File: config.mk
export PLATFORM = sky130hd
export DESIGN_NAME = channel_sequencer_alert_select
export DESIGN_NICKNAME = d
export VERILOG_FILES = /design/src/core/alert_router.v /design/src/core/channel_sequencer_alert_select.v
export VERILOG_INCLUDE_DIRS = /design/src /design/src/core
export SDC_FILE = /design/constraint.sdc
export NUM_CORES = 1
export LEC_CHECK = 0
export BUFFER_PORTS_ARGS = -buffer_cell sky130_fd_sc_hd__buf_2
export CAP_MARGIN = 20
export CORE_AREA = 2 2 105 107
export CTS_CLUSTER_DIAMETER = 150
export DETAILED_ROUTE_END_ITERATION = 7
export DIE_AREA = 0 0 107 109
export GPL_TIMING_DRIVEN = 0
export HOLD_SLACK_MARGIN = 0.06
export PLACE_DENSITY_LB_ADDON = 0.12
export REMOVE_ABC_BUFFERS = 1
export SYNTH_ARGS = -nofsm -noshare
export SYNTH_HDL_FRONTEND = slang
export SYNTH_SLANG_ARGS = --single-unit
File: constraint.sdc
create_clock -name clk -period 3.8 [get_ports clk]
set_input_delay 0.38 -clock clk [delete_from_list [all_inputs] [get_ports clk]]
set_output_delay 0.38 -clock clk [all_outputs]
set_load 0.01 [all_outputs]
File: src/core/seq_alert_map.vh
`ifndef SEQ_ALERT_MAP_VH
`define SEQ_ALERT_MAP_VH

// register offsets
`define ADDR_PIN_CONFIG        8'h05
`define ADDR_GPIO_DIRECTION    8'h07
`define ADDR_SCAN_CONTROL      8'h10
`define ADDR_MANUAL_CHANNEL    8'h11
`define ADDR_AUTO_SCAN_MASK    8'h12
`define ADDR_ALERT_CH_MASK     8'h14
`define ADDR_ALERT_FUNCTION    8'h16
`define ADDR_ALERT_PIN_CONFIG  8'h17
`define ADDR_EVENT_FLAGS       8'h18

// writable-bit masks, reserved bits are zero here
`define MASK_SCAN_CONTROL      8'h13
`define MASK_MANUAL_CHANNEL    8'hF0
`define MASK_ALERT_FUNCTION    8'h01
`define MASK_ALERT_PIN_CONFIG  8'hF3

// field positions
`define SCAN_GO_BIT            4
`define SCAN_MODE_LSB          0
`define MANUAL_ID_LSB          4
`define ALERT_CRC_BIT          0
`define ALERT_PIN_LSB          4
`define ALERT_LOGIC_LSB        0

// scan mode encodings
`define MODE_MANUAL            2'h0
`define MODE_AUTO              2'h1
`define MODE_ON_THE_FLY        2'h2
`define MODE_RESERVED          2'h3

// alert output styles
`define ALERT_ACTIVE_LOW       2'h0
`define ALERT_ACTIVE_HIGH      2'h1
`define ALERT_PULSE_LOW        2'h2
`define ALERT_PULSE_HIGH       2'h3

// reset values
`define RESET_REG              8'h00

`endif

File: src/core/alert_router.v
`timescale 1ns/1ps
`include "seq_alert_map.vh"

module alert_router #(
    parameter CHANNELS = 8
) (
    // clock and reset
    input  wire                clk,
    input  wire                rst,
    // alert source and routing setup
    input  wire                alert_in,
    input  wire [3:0]          pin_index,
    input  wire [1:0]          logic_style,
    input  wire [CHANNELS-1:0] pin_is_gpio,
    input  wire [CHANNELS-1:0] gpio_is_output,
    // routed result
    output reg  [CHANNELS-1:0] route_sel_q,
    output reg                 route_level_q
);

    reg  alert_prev_q;
    wire alert_rise;
    reg  level_d;
    reg  [CHANNELS-1:0] sel_d;
    integer i;

    assign alert_rise = alert_in & ~alert_prev_q;

    // channel takes the alert only when it is a gpio set as output
    always @* begin
        sel_d = {CHANNELS{1'b0}};
        for (i = 0; i < CHANNELS; i = i + 1) begin
            if (pin_index == i[3:0] && pin_is_gpio[i] && gpio_is_output[i]) begin
                sel_d[i] = 1'b1; // RULE11
            end
        end
    end

    // pulsed styles emit one cycle per rising alert
    always @* begin
        case (logic_style)
            `ALERT_ACTIVE_LOW:  level_d = ~alert_in;
            `ALERT_ACTIVE_HIGH: level_d = alert_in;
            `ALERT_PULSE_LOW:   level_d = ~alert_rise;
            `ALERT_PULSE_HIGH:  level_d = alert_rise;
            default:            level_d = alert_in;
        endcase
    end

    // registered outputs
    always @(posedge clk or posedge rst) begin
        if (rst) begin
            alert_prev_q  <= 1'b0;
            route_sel_q   <= {CHANNELS{1'b0}};
            route_level_q <= 1'b0;
        end else begin
            alert_prev_q  <= alert_in;
            route_sel_q   <= sel_d; // RULE9
            route_level_q <= level_d;
        end
    end

endmodule // alert_router

File: src/core/channel_sequencer_alert_select.v
// Overview of operation
// RULE1: writing one to scan_go scans enabled channels ascending; zero stops it
// RULE2: scan_go acts only while scan_mode_field selects automatic (01b)
// RULE3: scan_mode_field bits 1-0: 00b manual, 01b auto, 10b on-the-fly, 11b reserved
// RULE4: manual mode converts the channel held in manual_channel_id next
// RULE5: manual ids 0-7 pick analog_input_n 0-7; top bit set is reserved
// RULE6: host picks only analog-configured channels for valid manual results
// RULE7: each auto_scan_channel_mask bit includes its channel in the scan
// RULE8: alert_channel_mask bits let event flags drive the internal alert
// RULE9: internal alert is routable onto the chosen digital output channel
// RULE10: manual, auto-scan and alert mask registers reset to zero
// RULE11: alert routing field bits 7-4 names a channel that must be digital output
// RULE12: pin config bit one makes a gpio, zero keeps an analog input
// RULE13: event flag bit reads one when its window comparator saw an event
// RULE14: reserved bits read zero and ignore writes
// RULE15: auto scan wraps from highest enabled to lowest enabled channel
`timescale 1ns/1ps
`include "seq_alert_map.vh"

module channel_sequencer_alert_select #(
    parameter CHANNELS = 8
) (
    // clock and reset
    input  wire                clk,
    input  wire                rst,
    // register port from the serial frame engine
    input  wire                reg_wr_en,
    input  wire                reg_rd_en,
    input  wire [7:0]          reg_addr,
    input  wire [7:0]          reg_wdata,
    output reg  [7:0]          reg_rdata_q,
    output reg                 reg_rvalid_q,
    // conversion engine
    input  wire                conv_done,
    input  wire [3:0]          otf_channel,
    output reg  [2:0]          conv_channel_q,
    output reg                 conv_channel_valid_q,
    output reg                 conv_channel_analog_q,
    output reg                 scan_active_q,
    output reg  [1:0]          scan_mode_q,
    // window comparator status
    input  wire [CHANNELS-1:0] event_flags,
    input  wire                crc_in_error,
    // alert and channel configuration
    output reg                 alert_internal_q,
    output wire [CHANNELS-1:0] alert_pin_sel_q,
    output wire                alert_pin_level_q,
    output reg  [CHANNELS-1:0] pin_is_gpio_q,
    output reg  [CHANNELS-1:0] gpio_is_output_q
);

    // lowest enabled channel of a mask, zero when none
    function [2:0] first_channel;
        input [7:0] mask;
        integer k;
        reg     found;
        begin
            first_channel = 3'h0;
            found = 1'b0;
            for (k = 0; k < 8; k = k + 1) begin
                if (!found && mask[k]) begin
                    first_channel = k[2:0];
                    found = 1'b1;
                end
            end
        end
    endfunction

    // next enabled channel above cur, wrapping to the lowest
    function [2:0] next_channel;
        input [2:0] cur;
        input [7:0] mask;
        integer k;
        reg     found;
        begin
            next_channel = first_channel(mask); // RULE15
            found = 1'b0;
            for (k = 0; k < 8; k = k + 1) begin
                if (!found && k > cur && mask[k]) begin
                    next_channel = k[2:0]; // RULE1
                    found = 1'b1;
                end
            end
        end
    endfunction

    // masked register write: reserved bits held at zero
    function [7:0] masked_write;
        input [7:0] data;
        input [7:0] mask;
        begin
            masked_write = data & mask; // RULE14
        end
    endfunction

    localparam ST_IDLE = 3'h1;
    localparam ST_LOAD = 3'h2;
    localparam ST_RUN  = 3'h4;

    // register storage
    reg [7:0] pin_cfg_q;
    reg [7:0] gpio_dir_q;
    reg [7:0] scan_ctl_q;
    reg [7:0] manual_sel_q;
    reg [7:0] auto_mask_q;
    reg [7:0] alert_mask_q;
    reg [7:0] alert_func_q;
    reg [7:0] alert_pin_cfg_q;

    // sequencer state
    reg [2:0] state_q;
    reg [2:0] state_d;
    reg [2:0] auto_chan_q;
    reg [2:0] auto_chan_d;
    reg [2:0] chan_d;
    reg       chan_valid_d;
    reg [7:0] rdata_d;

    wire [1:0] mode;
    wire       go_effective;
    wire [3:0] manual_id;
    wire       alert_d;

    assign mode         = scan_ctl_q[`SCAN_MODE_LSB +: 2];
    assign manual_id    = manual_sel_q[`MANUAL_ID_LSB +: 4];
    // a stored go bit is ignored in any other mode
    assign go_effective = scan_ctl_q[`SCAN_GO_BIT] && (mode == `MODE_AUTO); // RULE2

    // register writes
    always @(posedge clk or posedge rst) begin
        if (rst) begin
            pin_cfg_q       <= `RESET_REG;
            gpio_dir_q      <= `RESET_REG;
            scan_ctl_q      <= `RESET_REG;
            manual_sel_q    <= `RESET_REG; // RULE10
            auto_mask_q     <= `RESET_REG; // RULE10
            alert_mask_q    <= `RESET_REG; // RULE10
            alert_func_q    <= `RESET_REG;
            alert_pin_cfg_q <= `RESET_REG;
        end else if (reg_wr_en) begin
            case (reg_addr)
                `ADDR_PIN_CONFIG: begin
                    pin_cfg_q <= reg_wdata; // RULE12
                end
                `ADDR_GPIO_DIRECTION: begin
                    gpio_dir_q <= reg_wdata;
                end
                `ADDR_SCAN_CONTROL: begin
                    scan_ctl_q <= masked_write(reg_wdata, `MASK_SCAN_CONTROL); // RULE14
                end
                `ADDR_MANUAL_CHANNEL: begin
                    manual_sel_q <= masked_write(reg_wdata, `MASK_MANUAL_CHANNEL); // RULE14
                end
                `ADDR_AUTO_SCAN_MASK: begin
                    auto_mask_q <= reg_wdata; // RULE7
                end
                `ADDR_ALERT_CH_MASK: begin
                    alert_mask_q <= reg_wdata; // RULE8
                end
                `ADDR_ALERT_FUNCTION: begin
                    alert_func_q <= masked_write(reg_wdata, `MASK_ALERT_FUNCTION);
                end
                `ADDR_ALERT_PIN_CONFIG: begin
                    alert_pin_cfg_q <= masked_write(reg_wdata, `MASK_ALERT_PIN_CONFIG); // RULE11
                end
                default: begin
                    pin_cfg_q <= pin_cfg_q; // unmapped writes vanish
                end
            endcase
        end
    end

    // read mux, unmapped addresses answer zero
    always @* begin
        case (reg_addr)
            `ADDR_PIN_CONFIG:       rdata_d = pin_cfg_q;
            `ADDR_GPIO_DIRECTION:   rdata_d = gpio_dir_q;
            `ADDR_SCAN_CONTROL:     rdata_d = scan_ctl_q;
            `ADDR_MANUAL_CHANNEL:   rdata_d = manual_sel_q;
            `ADDR_AUTO_SCAN_MASK:   rdata_d = auto_mask_q;
            `ADDR_ALERT_CH_MASK:    rdata_d = alert_mask_q;
            `ADDR_ALERT_FUNCTION:   rdata_d = alert_func_q;
            `ADDR_ALERT_PIN_CONFIG: rdata_d = alert_pin_cfg_q;
            `ADDR_EVENT_FLAGS:      rdata_d = event_flags; // RULE13
            default:                rdata_d = 8'h00;
        endcase
    end

    // read data register
    always @(posedge clk or posedge rst) begin
        if (rst) begin
            reg_rdata_q  <= 8'h00;
            reg_rvalid_q <= 1'b0;
        end else begin
            reg_rvalid_q <= reg_rd_en;
            if (reg_rd_en) begin
                reg_rdata_q <= rdata_d;
            end
        end
    end

    // auto scan state machine; loads lowest enabled channel on start
    always @* begin
        state_d     = state_q;
        auto_chan_d = auto_chan_q;
        case (state_q)
            ST_IDLE: begin
                if (go_effective) begin
                    state_d = ST_LOAD; // RULE1
                end
            end
            ST_LOAD: begin
                auto_chan_d = first_channel(auto_mask_q); // RULE1
                state_d     = go_effective ? ST_RUN : ST_IDLE;
            end
            ST_RUN: begin
                if (!go_effective) begin
                    state_d = ST_IDLE; // RULE1
                end else if (conv_done) begin
                    auto_chan_d = next_channel(auto_chan_q, auto_mask_q); // RULE15
                end
            end
            default: begin
                state_d = ST_IDLE;
            end
        endcase
    end

    // channel offered to the converter for its next conversion
    always @* begin
        chan_d       = 3'h0;
        chan_valid_d = 1'b0;
        case (mode)
            `MODE_MANUAL: begin
                chan_d       = manual_id[2:0]; // RULE4
                chan_valid_d = ~manual_id[3]; // RULE5
            end
            `MODE_AUTO: begin
                chan_d       = auto_chan_q;
                // a channel dropped from the mask mid-scan is not offered
                chan_valid_d = (state_q == ST_RUN) && auto_mask_q[auto_chan_q]; // RULE7
            end
            `MODE_ON_THE_FLY: begin
                chan_d       = otf_channel[2:0];
                chan_valid_d = ~otf_channel[3];
            end
            default: begin
                chan_d       = 3'h0; // RULE3
                chan_valid_d = 1'b0;
            end
        endcase
    end

    // internal alert: masked event flags plus optional crc error
    assign alert_d = |(event_flags & alert_mask_q[CHANNELS-1:0]) // RULE8
                   | (crc_in_error & alert_func_q[`ALERT_CRC_BIT]);

    // sequencer and status registers
    always @(posedge clk or posedge rst) begin
        if (rst) begin
            state_q               <= ST_IDLE;
            auto_chan_q           <= 3'h0;
            conv_channel_q        <= 3'h0;
            conv_channel_valid_q  <= 1'b0;
            conv_channel_analog_q <= 1'b0;
            scan_active_q         <= 1'b0;
            scan_mode_q           <= `MODE_MANUAL;
            alert_internal_q      <= 1'b0;
            pin_is_gpio_q         <= {CHANNELS{1'b0}};
            gpio_is_output_q      <= {CHANNELS{1'b0}};
        end else begin
            state_q               <= state_d;
            auto_chan_q           <= auto_chan_d;
            conv_channel_q        <= chan_d;
            conv_channel_valid_q  <= chan_valid_d;
            // result only trustworthy when the pin is analog
            conv_channel_analog_q <= chan_valid_d & ~pin_cfg_q[chan_d]; // RULE6
            scan_active_q         <= (state_d == ST_RUN);
            scan_mode_q           <= mode; // RULE3
            alert_internal_q      <= alert_d; // RULE8
            pin_is_gpio_q         <= pin_cfg_q[CHANNELS-1:0]; // RULE12
            gpio_is_output_q      <= gpio_dir_q[CHANNELS-1:0];
        end
    end

    // alert routing onto a digital output channel
    alert_router #(
        .CHANNELS (CHANNELS)
    ) u_alert_router (
        .clk            (clk),
        .rst            (rst),
        .alert_in       (alert_internal_q),
        .pin_index      (alert_pin_cfg_q[`ALERT_PIN_LSB +: 4]),
        .logic_style    (alert_pin_cfg_q[`ALERT_LOGIC_LSB +: 2]),
        .pin_is_gpio    (pin_is_gpio_q),
        .gpio_is_output (gpio_is_output_q),
        .route_sel_q    (alert_pin_sel_q), // RULE9
        .route_level_q  (alert_pin_level_q)
    );

endmodule // channel_sequencer_alert_select

# == After elaboration in Yosys (flattened, before gate mapping) ==
# Cells that the tools add are included.
# op_classes
n_lt_le_gt_ge,9
eq_ne,27
mux,109
bitwise,11
reduce_logical,79
# op_table
op,n
2-to-1 mux 1 bit,77
2-to-1 mux 3 bit,24
case mux 8 bit (9 select lines),1
"equality test 8 x 5 -> 1 bit, second input constant",7
logical AND 1 bit,45
zero test 1 bit,20
case mux 3 bit (3 select lines),2
"equality test 4 x 3 -> 1 bit, second input constant",4
"equality test 8 x 3 -> 1 bit, second input constant",2
AND reduction 2 bit,8
"greater-than comparator 3 bit, first input constant",4
bitwise AND 8 bit,1
"equality test 4 x 2 -> 1 bit, second input constant",2
"< comparator 3 x 4 -> 1 bit, second input constant",2
OR reduction 8 bit,1
binary-select mux 1 bit (select 3 bit),2
"equality test 2 bit, second input constant",3
"equality test 3 bit, second input constant",2
"greater-than comparator 2 x 3 -> 1 bit, first input constant",2
NOT 1 bit,6
case mux 3 bit (2 select lines),1
"equality test 2 x 1 -> 1 bit, second input constant",2
"equality test 4 x 1 -> 1 bit, second input constant",1
zero test 2 bit,2
other kinds (11),14
# totals
ff_bits,96
inputBits,34
out_inout_bits,43
elab_cells,258

# == Longest topological paths before layout ==
# depth
ltp_word,53
depth_mapped,7
ltp_nobuf,5

# == By module ==
# From an unflattened synthesis, not the netlist that was laid out.
# unflattened
cells_unflattened,360
area_unflattened_um2,4455.5
# modules_own_cells
mod,instances,cells_each,area_each_um2,seq_area_each_um2
channel_sequencer_alert_select,1,328,4085.2,2153.3
alert_router,1,32,370.4,250.2

# == Worst setup path before layout ==
# Ideal clock, no wire load.
# synth_timing
path_kind,input port to flip-flop
from,input port reg_addr[5]
to,register alert_mask_q[0]
setup_ns,0.125
arrival_time_ns,1.645
setup_slack_ns,2.030
stages,4
path_buffers,0
cell_sequence,or4b_4 nor4_4 nand2_4 mux2_2
# synth_between
elab_chain_len,2
# synth_rtl
element,line,text
start: declaration,channel_sequencer_alert_select.v:29,"input wire [7:0] reg_addr,"
equality test 8 x 5 -> 1 bit,channel_sequencer_alert_select.v:141,case (reg_addr)
AND reduction 2 bit (no source line),-,
end signal: assignment,channel_sequencer_alert_select.v:137,alert_mask_q <= `RESET_REG;
end signal: assignment,channel_sequencer_alert_select.v:158,alert_mask_q <= reg_wdata;
end: declaration,channel_sequencer_alert_select.v:106,reg [7:0] alert_mask_q;
# No other way between the ends.
# A chain may end at the register's enable or synchronous reset.

# == Worst setup path in the final report ==
# layout_timing
from,register auto_chan_q[1]
to,register conv_channel_analog_q
# layout_between
elab_chain_len,5
word_cells_on_any_way,9
cone_classes,mux (6); bitwise (2); reduce/logical (1)
# layout_rtl
element,line,text
start: declaration,channel_sequencer_alert_select.v:113,reg [2:0] auto_chan_q;
start signal: assignment,channel_sequencer_alert_select.v:273,auto_chan_q <= auto_chan_d;
binary-select mux 1 bit (select 3 bit) / case mux 3 bit (3 select lines) (equally long branches),"channel_sequencer_alert_select.v:241, channel_sequencer_alert_select.v:233",
2-to-1 mux 1 bit (implied by the code) / binary-select mux 1 bit (select 3 bit) (equally long branches),"channel_sequencer_alert_select.v:241, channel_sequencer_alert_select.v:277",
logical AND 1 bit / 2-to-1 mux 1 bit (equally long branches),"channel_sequencer_alert_select.v:241, channel_sequencer_alert_select.v:277",
case mux 1 bit (3 select lines) / NOT 1 bit (equally long branches),"channel_sequencer_alert_select.v:233, channel_sequencer_alert_select.v:277",
bitwise AND 1 bit (*),channel_sequencer_alert_select.v:277,conv_channel_analog_q <= chan_valid_d & ~pin_cfg_q[chan_d];
end signal: assignment,channel_sequencer_alert_select.v:277,
end: declaration,channel_sequencer_alert_select.v:38,"output reg conv_channel_analog_q,"
# Mark *: on every way between the ends. The rest lies on a longest branch, timed or not. The select of a mux whose other input is x is not followed.

==> metrics.md <==
| Metric | Value |
|---|---|
| Largest net degree at the start of global routing | `52` |
| Crit share post-route | `0.539` |
| Synth top area share | `0.515` |
| Detailed Route WL | `between 10,000 and 15,000 um` |
| Max incr delay on CP | `slightly below 600 ps` |
| Reg2reg end | `conv_channel_analog_q` |
| Worst min-delay path category | `in2async` |
| Deepest clock path buffer count | `2` |
| Reg-to-reg critical path startpoint | `auto_chan_q[1]` |
| Top cells by count, synth | `dfrtp_1 (95), mux2_2 (60), nor2_1 (21), nand2_1 (19), nor2b_1 (14)` |
| Dpl hpwl | `8470 um` |
| Syn Area/Cell | `11.7 sq um` |
| Max-cap check violation count | `0` |
| Die ar. | `between 0.01 and 0.015 sq mm` |
| Die H | `approximately 110 um` |
| Num rows | `38` |
| Gr ovfl total | `0` |
| Post-CTS setup buffers | `0` |
| Cell area power density | `382 mW/mm^2` |
| Area grow syn2layout | `14.8%` |
| Worst Path Required | `4080 ps` |
| DR vias | `3,465` |
| Cts hold-fix bufs | `0` |
| Yosys reg bits | `96` |
| Most numerous cell in the Yosys netlist | `dfrtp_1` |
| CP Launch Type | `register` |
| FF-to-FF path depth | `5` |
| Static leakage | `2.48 nW` |
| Fill count | `984` |
| CTS sink cnt | `96` |
| Placed insts | `591` |
| RSZ-0062 raised after global routing | `false` |
| Vias in the first global route | `about 3,400` |
| Initial Utilization | `0.436` |
| Number of port buffers | `76` |
| VDD IR-drop max | `171 uV` |
| Post-Syn Instances | `about 400` |
| Top post-synthesis cells by area | `dfrtp_1 (51%), mux2_2 (15%), mux2i_1 (2.4%), a22oi_1 (2.1%), nor2b_1 (1.9%)` |
| Crit path max fanout | `16` |
| WS Path Type | `reg2reg` |
| Initial antenna violation count | `0` |
| Status | `completed` |
| Main synth FF type | `dfrtp_1` |
| H-tree Lvls | `3` |
| Final hold vios | `0` |
| Clock-pin transition on the worst setup and hold timing paths | `90 ps` |
| Slew margin rel. | `0.560` |
| Final Total Pwr | `2.03 mW` |
| Worst-Margin Slew | `661 ps` |
| Placer Congestion | `0.813` |
| Clock Skews | `6.90 ps` |
| CTS tree | `done` |
| Worst hold slack | `about 95 ps` |
| Fmax | `0.488 GHz` |
| Mapped cell area | `approximately 0.0046 sq mm` |
| Post-synth EDFFs | `0` |
| YS warnings | `0` |
| # setup viols final | `0` |
| Core area | `between 0.01 and 0.015 sq mm` |
| First-pass GRT wire length | `18,500 um` |
| Clock Tree Root | `clkbuf_8` |
| CP cell instances | `nor2b_1 -> a21oi_1 -> mux4_2 -> o32a_1 -> a41oi_1` |
| Post-synthesis sequential area ratio | `0.520` |
| Vias per inst | `~5.7` |
| Worst setup margin | `1750 ps` |
| DRT antenna net count | `0` |
| Clk Latency, worst-skew pair | `370 ps` |
| Post-synth top area cell | `dfrtp_1` |
| Ports | `slightly below 80` |
| Worst setup EP type | `register` |
| Share of layout cells above drive strength 1 | `0.352` |
| NumNets Final | `between 400 and 500` |
| Dpl ws | `about 1600 ps` |
| R2R setup slack | `1750 ps` |
| Crit path DAT | `about 2300 ps` |
| Die W | `107 um` |
| Antenna cells | `0` |
| Num CTS Buffers | `9` |
| DR iter-0 viols | `222` |
| CP max stage cell | `dfrtp_1` |
| Minimum clock period | `2050 ps` |
| Total GRT Usage | `0.211` |
| Final Max Tran Viols | `0` |
| Async set-or-reset flop fraction in the synthesized netlist | `1.00` |
| Remaining DRCs | `0` |
| Distinct cell type count after synthesis | `65` |
| DRT Pass-1 Iters | `4` |
| Fin cells | `606` |
| Resized Gates After CTS | `0` |
| Post-Route Setup TNS | `0 ps` |
| Drt wl/cell | `between 15 and 20 um` |
## stage by stage
step | utilization | instance area [sq um]
after detailed placement | 0.482 | 5110
final | 0.500 | 5300
after CTS | 0.500 | 5300
after global placement | 0.479 | 5080
after floorplan | - | 4520
after global routing | 0.500 | 5300
## cell type report
class	instances	area [sq um]	share of cell area
inverter	7	28.8	0.00543
multi-input combinational	271	2090	0.395
clock inverter	4	52.6	0.00991
tap	140	175	0.0330
clock buffer	11	141	0.0267
sequential	96	2400	0.453
timing repair buffer	77	408	0.0769
## routing by layer
metal | GRT usage | vias up | share of wire
met2 | 0.337 | 97 | 0.48
met5 | 0 | - | 0
met1 | 0.295 | 1742 | 0.46
met3 | 0.0341 | 11 | 0.045
met4 | 0.0668 | 0 | 0.013
li1 | - | 1615 | -
## worst max-delay path, delay by kind of cell, from the launching register on
| kind | cells | cell delay (ps) |
|---|---|---|
| compound gates | 3 | 630 |
| flops | 1 | 590 |
| mux | 1 | 510 |
| simple gates | 1 | 240 |
## power by group
part / switching, mW / internal (mW)
clock: 0.365 / 0.323
combinational: 0.127 / 0.0955
sequential: 0.0472 / 1.07
## placed cells by master (no fill, tap or decap), types with 10 or more instances in the layout
cell type / Yosys / final
clkbuf_8: 0 / 10
nor3_1: 10 / 10
mux2_2: 60 / 60
mux2i_1: 11 / 11
nand2_1: 19 / 19
nand3_1: 12 / 12
nor2b_1: 14 / 14
a21oi_1: 13 / 13
dfrtp_1: 95 / 95
nor2_1: 21 / 21
buf_2: 8 / 76
a22oi_1: 13 / 13
## worst max path at each step
stage / slack, ps / end / cells past startpoint / startpoint
global placement: -140 / alert_mask_q[0] / 2 / rst
finish: 1750 / conv_channel_analog_q / 5 / auto_chan_q[1]
CTS: 1750 / conv_channel_analog_q / 5 / auto_chan_q[1]
floorplan: 920 / alert_func_q[0] / 1 / rst
detailed placement: 1580 / gpio_dir_q[5] / 5 / reg_addr[5]
global route: 1600 / conv_channel_analog_q / 5 / scan_ctl_q[0]
## registers in the layout, summed over array words and instances (netlist names), 8 cells and up
register and flops:
pin_is_gpio_q 8, gpio_is_output_q 8, u_alert_router.route_sel_q 8, reg_rdata_q 8, auto_mask_q 8, pin_cfg_q 8, gpio_dir_q 8, alert_mask_q 8
## cells by family (layout without fill, tap and decap cells)
family	Yosys count	in the layout	synth area share
buffers and inverters	28	99	0.0260
AO/OA/AOI/OAI	81	81	0.129
adder cells (fa/ha/maj)	1	1	0.00217
XOR/XNOR	2	2	0.00379
flip-flops	96	96	0.520
AND/OR/NAND/NOR	115	115	0.144
multiplexers	72	72	0.175
Note: power is estimated with default switching activity, not from simulation.
